**src/icc_pkg.sv**
```systemverilog
//Function
//- idle halt bit stops channel in idle
//- time base select picks counted clock
//- rate field sets captures per interrupt
//- hardware sets read-only overflow flag
//- buffer-not-empty bit tracks stored values
//- mode 000 turns channel off
//- mode 001 captures every edge, rate ignored
//- mode 010 captures falling edges
//- mode 100 captures every fourth rise
//- mode 101 captures every sixteenth rise
//- mode 111 rising edge wake interrupt only
//- mode 110 leaves channel disabled
//- unimplemented control bits read zero
//- capture stores current 16-bit counter
//- buffer holds four values in order
//- reading last value clears not-empty bit
package icc_pkg;
    // ****************************************
    // register map
    // ****************************************
    localparam logic [3:0]  ADDR_CONTROL   = 4'h0;
    localparam logic [3:0]  ADDR_BUFFER    = 4'h1;
    localparam logic [3:0]  ADDR_IRQ_STAT  = 4'h2;
    localparam logic [3:0]  ADDR_IRQ_MASK  = 4'h3;
    localparam logic [15:0] CONTROL_RESET  = 16'h0000;
    localparam logic [15:0] CONTROL_WMASK  = 16'h3C67;
    localparam logic [1:0]  IRQ_RESET      = 2'h0;
    // ****************************************
    // field positions
    // ****************************************
    localparam int POS_IDLE_HALT   = 13;
    localparam int POS_TBASE_LO    = 10;
    localparam int POS_RATE_LO     = 5;
    localparam int POS_OVERFLOW    = 4;
    localparam int POS_NOT_EMPTY   = 3;
    localparam int POS_MODE_LO     = 0;
    localparam int IRQ_CAPTURE     = 0;
    localparam int IRQ_OVERFLOW    = 1;
    // ****************************************
    // modes and time bases
    // ****************************************
    localparam logic [2:0] MODE_OFF     = 3'h0;
    localparam logic [2:0] MODE_EDGE    = 3'h1;
    localparam logic [2:0] MODE_FALL_A  = 3'h2;
    localparam logic [2:0] MODE_FALL_B  = 3'h3;
    localparam logic [2:0] MODE_PRE4    = 3'h4;
    localparam logic [2:0] MODE_PRE16   = 3'h5;
    localparam logic [2:0] MODE_UNUSED  = 3'h6;
    localparam logic [2:0] MODE_WAKE    = 3'h7;
    localparam logic [2:0] TB_TIMER3    = 3'h0;
    localparam logic [2:0] TB_TIMER2    = 3'h1;
    localparam logic [2:0] TB_TIMER4    = 3'h2;
    localparam logic [2:0] TB_TIMER5    = 3'h3;
    localparam logic [2:0] TB_TIMER1    = 3'h4;
    localparam logic [2:0] TB_SYSCLK    = 3'h7;
    localparam int         FIFO_DEPTH   = 4;
    localparam logic [3:0] PRE4_LAST    = 4'h3;
    localparam logic [3:0] PRE16_LAST   = 4'hF;
endpackage : icc_pkg

```
**src/icc_channel.sv**
```systemverilog
// Local design decisions: the strobed register port and the register addresses.
`timescale 1ns/100ps
module icc_channel
(
    input  wire logic        i_clk,
    input  wire logic        i_reset_n,
    input  wire logic [3:0]  i_addr,
    input  wire logic [15:0] i_wdata,
    input  wire logic        i_wr,
    input  wire logic        i_rd,
    output logic      [15:0] o_rdata,
    input  wire logic        i_capture_input_pin,
    input  wire logic [4:0]  i_timer_tick,
    input  wire logic        i_cpu_idle,
    input  wire logic        i_cpu_sleep,
    output logic             o_irq,
    output logic             o_wake_irq
);
    // ****************************************
    // control register
    // ****************************************
    logic [15:0] control;
    logic [2:0]  mode;
    logic [2:0]  tbase;
    logic [1:0]  rate;
    logic        idle_halt;
    logic        overflow;
    logic [2:0]  count;
    logic        ctl_wr;
    logic        mode_wr;
    assign ctl_wr    = i_wr && (i_addr == icc_pkg::ADDR_CONTROL);
    assign mode_wr   = ctl_wr && (i_wdata[icc_pkg::POS_MODE_LO +: 3] != mode);
    assign mode      = control[icc_pkg::POS_MODE_LO +: 3];
    assign tbase     = control[icc_pkg::POS_TBASE_LO +: 3];
    assign rate      = control[icc_pkg::POS_RATE_LO +: 2];
    assign idle_halt = control[icc_pkg::POS_IDLE_HALT];

    always_ff @(posedge i_clk or negedge i_reset_n)
    begin
        if (!i_reset_n)
            control <= icc_pkg::CONTROL_RESET;
        else if (ctl_wr)
            control <= i_wdata & icc_pkg::CONTROL_WMASK;
    end

    // ****************************************
    // input synchroniser and edge detect
    // ****************************************
    logic [2:0] pin_sync;
    logic       rise;
    logic       fall;
    always_ff @(posedge i_clk or negedge i_reset_n)
    begin
        if (!i_reset_n)
            pin_sync <= 3'h0;
        else
            pin_sync <= {pin_sync[1:0], i_capture_input_pin};
    end
    assign rise = pin_sync[1] && !pin_sync[2];
    assign fall = !pin_sync[1] && pin_sync[2];

    // ****************************************
    // time base and counter
    // ****************************************
    logic        running;
    logic        tick;
    logic [15:0] counter;
    // reserved selections count nothing rather than guessing a source
    always_comb
    begin
        case (tbase)
            icc_pkg::TB_TIMER3: tick = i_timer_tick[2];
            icc_pkg::TB_TIMER2: tick = i_timer_tick[1];
            icc_pkg::TB_TIMER4: tick = i_timer_tick[3];
            icc_pkg::TB_TIMER5: tick = i_timer_tick[4];
            icc_pkg::TB_TIMER1: tick = i_timer_tick[0];
            icc_pkg::TB_SYSCLK: tick = 1'b1;
            default:            tick = 1'b0;
        endcase
    end
    // modes off, unused and wake do no capturing
    assign running = (mode != icc_pkg::MODE_OFF) && (mode != icc_pkg::MODE_UNUSED)
                     && (mode != icc_pkg::MODE_WAKE)
                     && !(idle_halt && i_cpu_idle);

    always_ff @(posedge i_clk or negedge i_reset_n)
    begin
        if (!i_reset_n)
            counter <= 16'h0000;
        else if (running && tick)
            counter <= counter + 16'h0001;
    end

    // ****************************************
    // capture event decode
    // ****************************************
    logic [3:0] pre_cnt;
    logic       pre_hit;
    logic       event_cap;
    assign pre_hit = (mode == icc_pkg::MODE_PRE4) ? (pre_cnt == icc_pkg::PRE4_LAST)
                                                  : (pre_cnt == icc_pkg::PRE16_LAST);
    always_ff @(posedge i_clk or negedge i_reset_n)
    begin
        if (!i_reset_n)
            pre_cnt <= 4'h0;
        else if (mode_wr || !running)
            pre_cnt <= 4'h0;
        else if (rise && ((mode == icc_pkg::MODE_PRE4) || (mode == icc_pkg::MODE_PRE16)))
            pre_cnt <= pre_hit ? 4'h0 : pre_cnt + 4'h1;
    end

    always_comb
    begin
        event_cap = 1'b0;
        if (running)
        begin
            case (mode)
                icc_pkg::MODE_EDGE:   event_cap = rise || fall;
                icc_pkg::MODE_FALL_A: event_cap = fall;
                icc_pkg::MODE_FALL_B: event_cap = fall;
                icc_pkg::MODE_PRE4:   event_cap = rise && pre_hit;
                icc_pkg::MODE_PRE16:  event_cap = rise && pre_hit;
                default:              event_cap = 1'b0;
            endcase
        end
    end

    // ****************************************
    // capture fifo
    // ****************************************
    logic [15:0] fifo_mem [icc_pkg::FIFO_DEPTH];
    logic [1:0]  wr_ptr;
    logic [1:0]  rd_ptr;
    logic        full;
    logic        empty;
    logic        buf_rd;
    logic        do_write;
    assign full     = (count == 3'(icc_pkg::FIFO_DEPTH));
    assign empty    = (count == 3'h0);
    assign buf_rd   = i_rd && (i_addr == icc_pkg::ADDR_BUFFER) && !empty;
    // a capture into a full buffer is dropped unless a read pops a value in the same cycle; the old values are kept
    assign do_write = event_cap && (!full || buf_rd);

    always_ff @(posedge i_clk)
    begin
        if (do_write)
            fifo_mem[wr_ptr] <= counter;
    end

    always_ff @(posedge i_clk or negedge i_reset_n)
    begin
        if (!i_reset_n)
        begin
            wr_ptr <= 2'h0;
            rd_ptr <= 2'h0;
            count  <= 3'h0;
        end
        else
        begin
            if (do_write)
                wr_ptr <= wr_ptr + 2'h1;
            if (buf_rd)
                rd_ptr <= rd_ptr + 2'h1;
            count <= count + {2'h0, do_write} - {2'h0, buf_rd};
        end
    end

    always_ff @(posedge i_clk or negedge i_reset_n)
    begin
        if (!i_reset_n)
            overflow <= 1'b0;
        else if (event_cap && full && !buf_rd)
            overflow <= 1'b1;
        // clear on the edge that pops the last value, so a back-to-back control read never sees it stale
        else if (empty || (buf_rd && !do_write && (count == 3'h1)))
            overflow <= 1'b0;
    end

    // ****************************************
    // interrupt rate counter
    // ****************************************
    logic [1:0] rate_cnt;
    logic       cap_irq_evt;
    assign cap_irq_evt = event_cap && ((mode == icc_pkg::MODE_EDGE) || (rate_cnt == rate));
    always_ff @(posedge i_clk or negedge i_reset_n)
    begin
        if (!i_reset_n)
            rate_cnt <= 2'h0;
        else if (mode_wr || !running)
            rate_cnt <= 2'h0;
        else if (event_cap && (mode != icc_pkg::MODE_EDGE))
            rate_cnt <= (rate_cnt == rate) ? 2'h0 : rate_cnt + 2'h1;
    end

    // ****************************************
    // interrupt status, mask and wake
    // ****************************************
    logic [1:0] irq_stat;
    logic [1:0] irq_mask;
    logic [1:0] irq_set;
    logic       stat_rd;
    logic       wake_evt;
    assign irq_set  = {event_cap && full && !buf_rd, cap_irq_evt};
    assign stat_rd  = i_rd && (i_addr == icc_pkg::ADDR_IRQ_STAT);
    assign wake_evt = (mode == icc_pkg::MODE_WAKE) && (i_cpu_sleep || i_cpu_idle) && rise;

    always_ff @(posedge i_clk or negedge i_reset_n)
    begin
        if (!i_reset_n)
            irq_stat <= icc_pkg::IRQ_RESET;
        else if (stat_rd)
            irq_stat <= irq_set; // set wins over read clear
        else
            irq_stat <= irq_stat | irq_set;
    end

    always_ff @(posedge i_clk or negedge i_reset_n)
    begin
        if (!i_reset_n)
            irq_mask <= icc_pkg::IRQ_RESET;
        else if (i_wr && (i_addr == icc_pkg::ADDR_IRQ_MASK))
            irq_mask <= i_wdata[1:0];
    end

    always_ff @(posedge i_clk or negedge i_reset_n)
    begin
        if (!i_reset_n)
        begin
            o_irq      <= 1'b0;
            o_wake_irq <= 1'b0;
        end
        else
        begin
            o_irq      <= |(irq_mask & (stat_rd ? irq_set : (irq_stat | irq_set)));
            o_wake_irq <= wake_evt;
        end
    end

    // ****************************************
    // read data
    // ****************************************
    logic [15:0] ctl_view;
    always_comb
    begin
        ctl_view = control;
        ctl_view[icc_pkg::POS_OVERFLOW]  = overflow;
        ctl_view[icc_pkg::POS_NOT_EMPTY] = !empty;
    end

    always_ff @(posedge i_clk or negedge i_reset_n)
    begin
        if (!i_reset_n)
            o_rdata <= 16'h0000;
        else if (i_rd)
        begin
            case (i_addr)
                icc_pkg::ADDR_CONTROL:  o_rdata <= ctl_view;
                icc_pkg::ADDR_BUFFER:   o_rdata <= empty ? 16'h0000 : fifo_mem[rd_ptr];
                icc_pkg::ADDR_IRQ_STAT: o_rdata <= {14'h0000, irq_stat};
                icc_pkg::ADDR_IRQ_MASK: o_rdata <= {14'h0000, irq_mask};
                default:                o_rdata <= 16'h0000;
            endcase
        end
        else
            o_rdata <= 16'h0000;
    end
endmodule : icc_channel

```
**config.mk**
```make
export PLATFORM = sky130hd
export DESIGN_NAME = icc_channel
export DESIGN_NICKNAME = d
export VERILOG_FILES = /design/src/icc_pkg.sv /design/src/icc_channel.sv
export SDC_FILE = /design/constraint.sdc
export NUM_CORES = 1
export LEC_CHECK = 0
export ABC_AREA = 1
export BUFFER_PORTS_ARGS = -buffer_cell sky130_fd_sc_hd__buf_4
export CORE_MARGIN = 2
export CORE_UTILIZATION = 54
export CTS_CLUSTER_DIAMETER = 200
export DETAILED_ROUTE_END_ITERATION = 8
export PLACE_DENSITY = 0.76
export RECOVER_POWER = 50
export SLEW_MARGIN = 20
export SYNTH_ARGS = -nofsm -noshare
export SYNTH_HDL_FRONTEND = slang
export SYNTH_SLANG_ARGS = --single-unit
```
**constraint.sdc**
```tcl
create_clock -name i_clk -period 2.5 [get_ports i_clk]
set_clock_uncertainty 0.15 [all_clocks]
set_input_delay 0.625 -clock i_clk [delete_from_list [all_inputs] [get_ports i_clk]]
set_output_delay 0.625 -clock i_clk [all_outputs]
set_load 0.005 [all_outputs]
```
==> results of run 1 <==
==> cells in the final DEF (no fill, tap or decap), types with 2 or more instances in the layout <==
cell type,instances
bufinv_16,4
nor2_1,83
a21boi_0,2
nand2_1,102
ha_1,11
edfxtp_1,64
o21ai_0,45
clkinv_4,3
inv_6,5
inv_1,60
xor2_1,14
clkbuf_1,3
nand2_4,2
buf_12,5
xnor2_1,8
nand2_2,3
nand4_1,4
nor3_1,8
o22ai_1,3
o32ai_1,5
nand3_1,26
o21ai_1,12
a21oi_1,6
buf_4,53
nor2_2,2
mux2i_1,2
nand3b_1,2
clkbuf_16,16
inv_2,2
dfrtp_1,63
a22oi_1,8
==> repair_timing <==
item | CTS | global route
endpoints found under the setup margin | 0 | 2
hold buffers | 1 | 0
setup buffers | 0 | 2
resized for setup | 0 | 2
hold endpoints to repair | 32 | 0
==> path summary, 6_finish.rpt <==
check                      slack (ps)  cells past startpoint           to
max                               170                     12     count[1]
min                                90                      1  pin_sync[0]
max reg2reg                       170                     12     count[1]
min reg2reg                       210                      0  pin_sync[1]
max in group asynchronous         940                      3   counter[3]
min in group asynchronous         600                      2  pin_sync[0]
==> power breakdown <==
group	internal, mW	total (mW)	switching, mW
Clock	1.64	2.56	0.921
Sequential	2.64	3.02	0.383
Combinational	0.649	1.74	1.09
==> through the flow <==
| step | util | power (mW) |
|---|---|---|
| 2_1_floorplan | - | 4.19 |
| 3_3_place_gp | 0.616 | 4.62 |
| 3_5_place_dp | 0.616 | 4.71 |
| 4_1_cts | 0.677 | 7.32 |
| 5_1_grt | 0.677 | 7.72 |
| 6_report | 0.677 | 7.32 |
==> state kept, by name, summed over array words and instances, names as in the netlist, 3 cells and up <==
register / cells
fifo_mem: 64
o_rdata: 16
control: 9
count: 3
pin_sync: 3
counter: 16
pre_cnt: 4
==> per-layer routing <==
| metal | wire length (µm) | track usage |
|---|---|---|
| met2 | 6310 | 0.392 |
| met4 | 239 | 0.0909 |
| met5 | 0 | 0 |
| met1 | 4990 | 0.268 |
| met3 | 613 | 0.0578 |
==> layout make-up <==
cell class / instances / area (µm²) / area share
Sequential cell: 128 / 3520 / 0.504
Multi-Input combinational cell: 360 / 1900 / 0.272
Timing Repair Buffer: 63 / 528 / 0.0755
Clock buffer: 18 / 418 / 0.0598
Inverter: 64 / 243 / 0.0347
Clock inverter: 14 / 203 / 0.0290
Tap cell: 136 / 170 / 0.0243
==> logic make-up (layout without fill, tap and decap cells) <==
logic type / count (synthesis) / count (layout) / synth area share
AND/OR/NAND/NOR: 239 / 239 / 0.183
flip-flops: 128 / 128 / 0.613
AO/OA/AOI/OAI: 83 / 83 / 0.0816
buffers and inverters: 78 / 159 / 0.0553
XOR/XNOR: 23 / 23 / 0.0350
adder cells (fa/ha/maj): 12 / 12 / 0.0274
multiplexers: 3 / 3 / 0.00544
==> worst max-delay path: cells and delay by family (launching register included) <==
kind,cells,cell delay [ps]
fa+ha+maj,2,650
compound gates,1,80
xor+xnor,1,140
buf+inv,4,340
flops,1,380
simple gates,4,490
==> cells in the mapped netlist (all sizes together) (2+ instances only) <==
| master | instances |
|---|---|
| a22oi | 8 |
| o22ai | 3 |
| a21oi | 7 |
| xnor2 | 9 |
| inv | 63 |
| nand3b | 2 |
| nand4 | 4 |
| o32ai | 5 |
| dfrtp | 64 |
| buf | 8 |
| mux2i | 2 |
| nand3 | 28 |
| a21boi | 2 |
| nor3 | 8 |
| o21ai | 57 |
| clkbuf | 6 |
| nor2 | 87 |
| nand2 | 107 |
| xor2 | 14 |
| ha | 11 |
| edfxtp | 64 |
==> impl_results.md, run 1 <==
* Layout Cells excl Fill at 783
* Die area at 0.0115 mm²
* Status: complete, no violations
* DRT Wirelength at 12.2 mm
* Diodes inserted at 0
* Syn Inst Count at 566
* Peak supply drop at 0.484 mV
* Tmin final at 2330 ps
* Setup crit end kind: register
* Yosys top cell by area: edfxtp_1
* Die W at 107 µm
* Synth cell types at 40
* # rows at 37
* Syn Nets at 610
* WP data arrival at 2580 ps
* Endpoints failing setup at 0
* Via Count at 4184
* Largest net degree at the start of global routing at 35
* Num CTS Buffers at 17
* Pre-CTS setup slack at 22.2 ps
* Fmax at 429 MHz
* Main flop type after synthesis: edfxtp_1
* Fin Hold WS at 91.6 ps
* Relative slew slack at 0.445
* Reg2reg start: control[1]
* Post-Layout Inst Area at 0.00699 mm²
* Layout Nets at 678
* GRT Util Overall at 0.226
* Most frequent cell on the critical path: inv_1
* Clk_lat worst skew at 510 ps
* Final Cycle Share at 0.932
* Final Worst Setup Slack at 170 ps
* DR vias/cell at 5.34
* Clk sink count at 128
* Placer Congestion at 0.888
* Avg WL per Cell at 15.5 µm
* Reg clk slew, reported paths at 60 ps
* Max Root-Sink Buffers at 2
* DRC at 0
* Post-synth top area share at 0.334
* Placed instance count at 748
* Mapped Area at 0.00575 mm²
* CP max FO at 6
* Initial Util at 0.557
* First-pass GRT wire length at 19.7 mm
* Layout cells sized above 1 at 0.170
* WP data required at 2750 ps
* Post-Syn Area per Cell at 10.2 µm²
* CTS tree: yes
* H-tree depth at 4
* EDFF count, synth at 64
* Crit path largest cell delay at 480 ps
* Worst Tran Pin Value at 832 ps
* CP startpoint kind: register
* Die H at 107 µm
* Final slew viol count at 0
* Yosys reg bits at 128
* Max-cap violations at 0
* Crit-path slowest cell: fa_1
* Cell chain of the critical path: buf_4 > nand2_1 > o21ai_0 > inv_1 > nand2_4 > nor2_4 > nand3_4 > xnor2_2 > ha_1 > inv_1 > fa_1 > inv_1
* Ys async rst share at 0.500
* P&R area growth vs syn at 21.5%
* DRT antenna net count at 0
* Core ar. at 0.0103 mm²
* Vias in the first global route at 4205
* Placement Cell Area at 0.00636 mm²
* Min-Delay Path Class: primary input to register
* Pwr per Cell Area at 1050 mW/mm²
* Io pins at 50
* Final hold violation count at 0
* Clock root buffer: clkbuf_8
* Initial antenna violation count at 0
* Crit path from: control[1]
* DR pass1 iterations at 8
* Sequential fraction of the synthesis area at 0.613
* Yosys warns at 0
* Dpl hpwl at 7.85 mm
* WS Path Type: register to register
* Gr ovfl total at 0
* Setup_tns at 0 ps
* Fillers at 701
* Worst Hold Launch: i_capture_input_pin
* Leak at 3.08 nW
* I/O Buffers at 42
* Detailed Route Iter0 Violations at 366
* Top cells by area, synth: edfxtp_1 33%, dfrtp_1 28%, nand2_1 6.7%
Note: power is estimated with default switching activity, not from simulation.
==> inputs of run 2 (changes only) <==
--- a/config.mk
+++ b/config.mk
@@ -6,7 +6,7 @@
 export NUM_CORES = 1
 export LEC_CHECK = 0
 export ABC_AREA = 1
-export BUFFER_PORTS_ARGS = -buffer_cell sky130_fd_sc_hd__buf_4
+export BUFFER_PORTS_ARGS = -buffer_cell sky130_fd_sc_hd__clkbuf_2
 export CORE_MARGIN = 2
 export CORE_UTILIZATION = 54
 export CTS_CLUSTER_DIAMETER = 200
==> run 2 against run 1 <==
  * Via count grew 1.1%
  * Die area is the same
  * Combinational power shrank 5%
  * Routed wire length grew 0.77%
  * Worst hold slack lost 33 ps
  * Cell area shrank 2.4%
  * Register-to-register slack lost 20 ps
  * First-iteration DRC count grew 1.6%
  * Highest routed layer unchanged
==> impl_results.md, run 2 (same netlist as run 1, synthesis figures left out) <==
* Gr ovfl total at 0
* Final slew viol count at 0
* Placement Cell Area at 0.00624 mm²
* Io pins at 50
* Die area at 0.0115 mm²
* Die W at 107 µm
* # rows at 37
* Vias in the first global route at 4177
* Reg2reg start: control[2]
* Num CTS Buffers at 17
* Final hold violation count at 0
* Setup_tns at 0 ps
* Reg with most FFs: fifo_mem
* Clk_lat worst skew at 530 ps
* DRC at 0
* Initial Util at 0.557
* Via Count at 4230
* CTS tree: yes
* RSZ-0062 raised after global routing: false
* Avg WL per Cell at 15.7 µm
* Most frequent cells in the layout: 101 x nand2_1, 83 x nor2_1, 64 x edfxtp_1
* DRT Wirelength at 12.2 mm
* Detailed Route Iter0 Violations at 372
* Worst Hold Launch: i_capture_input_pin
* Peak supply drop at 0.511 mV
* Comb power frac at 0.232
* WP data required at 2760 ps
* CP startpoint kind: register
* Core ar. at 0.0103 mm²
* Post-Layout Inst Area at 0.00682 mm²
* CP max FO at 7
* Diodes inserted at 0
* GRT Util Overall at 0.229
* Worst R2R Setup Slack at 150 ps
* Fmax at 426 MHz
* WP data arrival at 2610 ps
* Finished Core Util at 0.661
* Max FFs per register at 64
* Worst R2R Path Depth at 10
* Worst Hold Endpoint: pin_sync[0]
* Layout cells sized above 1 at 0.165
* Pre-CTS setup slack at 51.0 ps
* Buf/Inv on CP at 2
* RR Endpoint: count[2]
* Worst Tran Pin Value at 883 ps
* Largest regs: fifo_mem (64), counter (16), o_rdata (16)
* Clock root buffer: clkbuf_8
* Psw at 2.37 mW
* Status: complete, no violations
* Final Cycle Share at 0.939
* Initial antenna violation count at 0
* Most common cell after layout, fill and taps aside: nand2_1
* Worst hold path depth at 1
* H-tree depth at 4
* Placer Congestion at 0.864
* Relative slew slack at 0.411
* I/O Buffers at 42
* Cell chain of the critical path: ha_1 > nand2_1 > inv_1 > nor2_4 > nand3_4 > xnor2_2 > ha_1 > inv_1 > fa_1 > xnor2_1
* DR vias/cell at 5.43
* Reg clk slew, reported paths at 60 ps
* DR pass1 iterations at 5
* Tmin final at 2350 ps
* Dpl hpwl at 7.82 mm
* Sequential Power Share at 0.427
* DRT antenna net count at 0
* P&R area growth vs syn at 18.6%
* Die H at 107 µm
* First-pass GRT wire length at 20.1 mm
* Largest net degree at the start of global routing at 65
* Pwr per Cell Area at 1050 mW/mm²
* Crit path largest cell delay at 460 ps
* Layout Nets at 674
* Setup crit end kind: register
* Max Root-Sink Buffers at 2
* Min-Delay Path Class: primary input to register
* Clk pwr share at 0.341
* Final Worst Setup Slack at 153 ps
* WS Path Type: register to register
* Max-cap violations at 0
* Leak at 3.00 nW
* Clk sink count at 128
* Internal power at 4.77 mW
* Crit-path slowest cell: dfrtp_2
* Endpoints failing setup at 0
* Net Sw Frac at 0.333
* Delay-heaviest family, CP: adder cells
## run 2: per-stage QoR
| step | power [mW] | hold WS [ps] | instances |
|---|---|---|---|
| floorplan | 4.19 | 179 | 566 |
| global placement | 4.57 | 194 | 746 |
| detailed placement | 4.69 | 190 | 746 |
| CTS | 7.15 | 41.2 | 779 |
| global route | 7.53 | 45.5 | 779 |
| finish | 7.14 | 58.9 | 779 |
## run 2: worst reg2reg max path, delay by kind of cell (launching register included)
kind / cells / cell delay [ps]
buffers and inverters: 2 / 110
adder cells (fa/ha/maj): 3 / 840
AND/OR/NAND/NOR: 3 / 390
XOR/XNOR: 2 / 280
flip-flops: 1 / 460
## run 2: final cells by class
type                    instances  area [µm²]
flip-flops and latches        128        3520
fillers                       740        3500
inverters                      64         243
clock inverters                13         164
repair buffers                 59         383
well taps                     136         170
clock buffers                  19         422
multi-input cells             360        1920
## run 2: what timing repair did
action	4_1_cts	5_1_grt
buffers inserted	0	0
hold buffers	1	0
endpoints found under the hold margin	64	0
endpoints found under the setup margin	0	2
gates resized for setup	0	6
## run 2: power by group through the flow
stage | Sequential [mW] | Clock, mW | Combinational, mW
finish | 3.05 | 2.43 | 1.66
global route | 3.11 | 2.54 | 1.88
CTS | 3.04 | 2.46 | 1.65
detailed placement | 3.07 | 0 | 1.62
global placement | 3.04 | 0 | 1.53
floorplan | 2.92 | 0 | 1.27
## run 2: worst max path at each step
stage	end	cells past startpoint	slack, ps	start
finish	count[2]	10	150	control[2]
floorplan	fifo_mem[0][0]	7	40	control[1]
CTS	count[2]	11	40	control[2]
global route	count[2]	12	20	control[1]
detailed placement	count[2]	10	50	i_addr[1]
global placement	count[1]	12	120	i_cpu_idle
## run 2: metal layers
layer	GRT usage	vias to the layer above	wire length, µm
met2	0.385	158	6230
met4	0.0955	0	364
met1	0.280	2035	4900
met3	0.0632	30	750
met5	0	-	0
li1	-	2007	-
==> inputs of run 3 (changes only) <==
--- a/config.mk
+++ b/config.mk
@@ -11,6 +11,7 @@
 export CORE_UTILIZATION = 54
 export CTS_CLUSTER_DIAMETER = 200
 export DETAILED_ROUTE_END_ITERATION = 8
+export HOLD_SLACK_MARGIN = 0.12
 export PLACE_DENSITY = 0.76
 export RECOVER_POWER = 50
 export SLEW_MARGIN = 20
==> run 3 against run 2 <==
  * Setup slack gained 14 ps
  * Total power increased by 0.41%
  * Flip-flop and latch count unchanged
  * Register-to-register slack barely moved
  * Via count is 0.52% higher
  * Routed wire length up 0.74%
  * Non-clock buffer count up 5
  * Sequential share of layout area is 0.34 points lower
  * Critical path depth increased by 2
  * Highest routed layer unchanged
  * First-iteration DRC count is 0.27% lower
  * Global-route usage about the same
==> impl_results.md, run 3 (same netlist as run 1, synthesis figures left out) <==
* Final hold violation count at 0
* Final Cycle Share at 0.933
* Placed instance count at 746
* CP startpoint kind: register
* DR pass1 iterations at 6
* Clock root buffer: clkbuf_8
* Total power at 7.17 mW
* Largest regs: fifo_mem (64), counter (16), o_rdata (16)
* Layout Cells excl Fill at 784
* RSZ-0062 raised after global routing: false
* Io pins at 50
* Placer Congestion at 0.864
* Placement Cell Area at 0.00624 mm²
* Fmax at 429 MHz
* Initial antenna violation count at 0
* Gr ovfl total at 0
* Crit path from: control[1]
* Most common cell after layout, fill and taps aside: nand2_1
* Fin Hold WS at 155 ps
* Dpl hpwl at 7.82 mm
* Final slew viol count at 0
* Setup crit end kind: register
* Reg clk slew, reported paths at 60 ps
* Vias in the first global route at 4188
* Max-cap violations at 0
* WP data arrival at 2590 ps
* Worst R2R Setup Slack at 170 ps
* Area of the multi-input gates at 0.00192 mm²
* Leak at 3.02 nW
* Die area at 0.0115 mm²
* Reg with most FFs: fifo_mem
* Register Area at 0.00352 mm²
* Finished Core Util at 0.665
* Avg WL per Cell at 15.7 µm
* Final Worst Setup Slack at 167 ps
* WP data required at 2760 ps
* Largest net degree at the start of global routing at 65
* Layout cells sized above 1 at 0.171
* WS Path Type: register to register
* H-tree depth at 4
* Peak supply drop at 0.514 mV
* Max FFs per register at 64
* Diodes inserted at 0
* DRT antenna net count at 0
* Pwr per Cell Area at 1040 mW/mm²
* Clk_lat worst skew at 530 ps
* I/O Buffers at 42
* Die W at 107 µm
* Setup_tns at 0 ps
* Initial Util at 0.557
* Via Count at 4252
* CP max FO at 5
* DRC at 0
* RR Endpoint: count[2]
* Endpoints failing setup at 0
* Worst R2R Path Depth at 12
* Tmin final at 2330 ps
* DRT Wirelength at 12.3 mm
* Min-Delay Path Class: primary input to register
* Crit path to: count[2]
* Worst Hold Launch: i_wdata[10]
* Reg2reg start: control[1]
* Fillers at 735
* Pre-CTS setup slack at 51.0 ps
* Status: complete, no violations
* P&R area growth vs syn at 19.4%
* CTS tree: yes
* Worst Tran Pin Value at 893 ps
* Die H at 107 µm
* Clk sink count at 128
* Detailed Route Iter0 Violations at 371
* Relative slew slack at 0.405
* Max Root-Sink Buffers at 2
* # rows at 37
* First-pass GRT wire length at 20.1 mm
* GRT Util Overall at 0.229
* Num CTS Buffers at 17
* DR vias/cell at 5.42
* Core ar. at 0.0103 mm²
* Most frequent cells in the layout: 102 x nand2_1, 82 x nor2_1, 64 x edfxtp_1
* Layout Nets at 679
* Post-Layout Inst Area at 0.00687 mm²
-- run 3: changes by cell type in the layout (fill, tap and decap cells not counted) --
cell	before	now
nand2_1	101	102
buf_4	9	13
dlygate4sd3_1	1	2
nor2_4	2	3
inv_2	3	4
nand2_2	3	2
inv_1	59	58
nor2_1	83	82
-- run 3: report_power, final --
group | total (mW) | internal, mW | switching, mW
combinational | 1.69 | 0.631 | 1.05
clock | 2.43 | 1.52 | 0.910
sequential | 3.05 | 2.63 | 0.418
-- run 3: worst min path at each step --
| stage | slack, ps | cells after the start | endpoint |
|---|---|---|---|
| 6_report | 160 | 3 | control[10] |
| 5_1_grt | 150 | 3 | control[6] |
| 4_1_cts | 140 | 3 | control[10] |
| 3_5_place_dp | 190 | 0 | pin_sync[1] |
| 3_3_place_gp | 190 | 0 | pin_sync[1] |
| 2_1_floorplan | 180 | 0 | control[0] |
-- run 3: worst max-delay path: stages (launching register included) --
cell and delay (ps):
dfrtp_1 400, buf_4 170, nand2_1 80, o21ai_0 80, inv_1 90, nand2_4 70, nor2_4 190, nand3_4 110
xnor2_2 140, ha_1 170, inv_1 50, fa_1 380, xnor2_1 140
-- run 3: cell type report --
class,count,share of cell area
multi-input combinational,360,0.280
timing repair buffer,64,0.0616
clock inverter,13,0.0239
clock buffer,19,0.0614
inverter,64,0.0353
sequential,128,0.513
tap,136,0.0248
-- run 3: layer usage --
metal,global-route usage,vias to the layer above,share of wire
met3,0.0632,27,0.054
met5,0,-,0
li1,-,2018,-
met2,0.384,154,0.51
met1,0.280,2053,0.41
met4,0.0955,0,0.024
-- run 3: repair_timing --
item / in CTS / in global routing
hold buffers: 2 / 0
endpoints found under the setup margin: 0 / 2
gates resized for setup: 0 / 6
hold endpoints to repair: 65 / 0
buffers inserted: 0 / 4
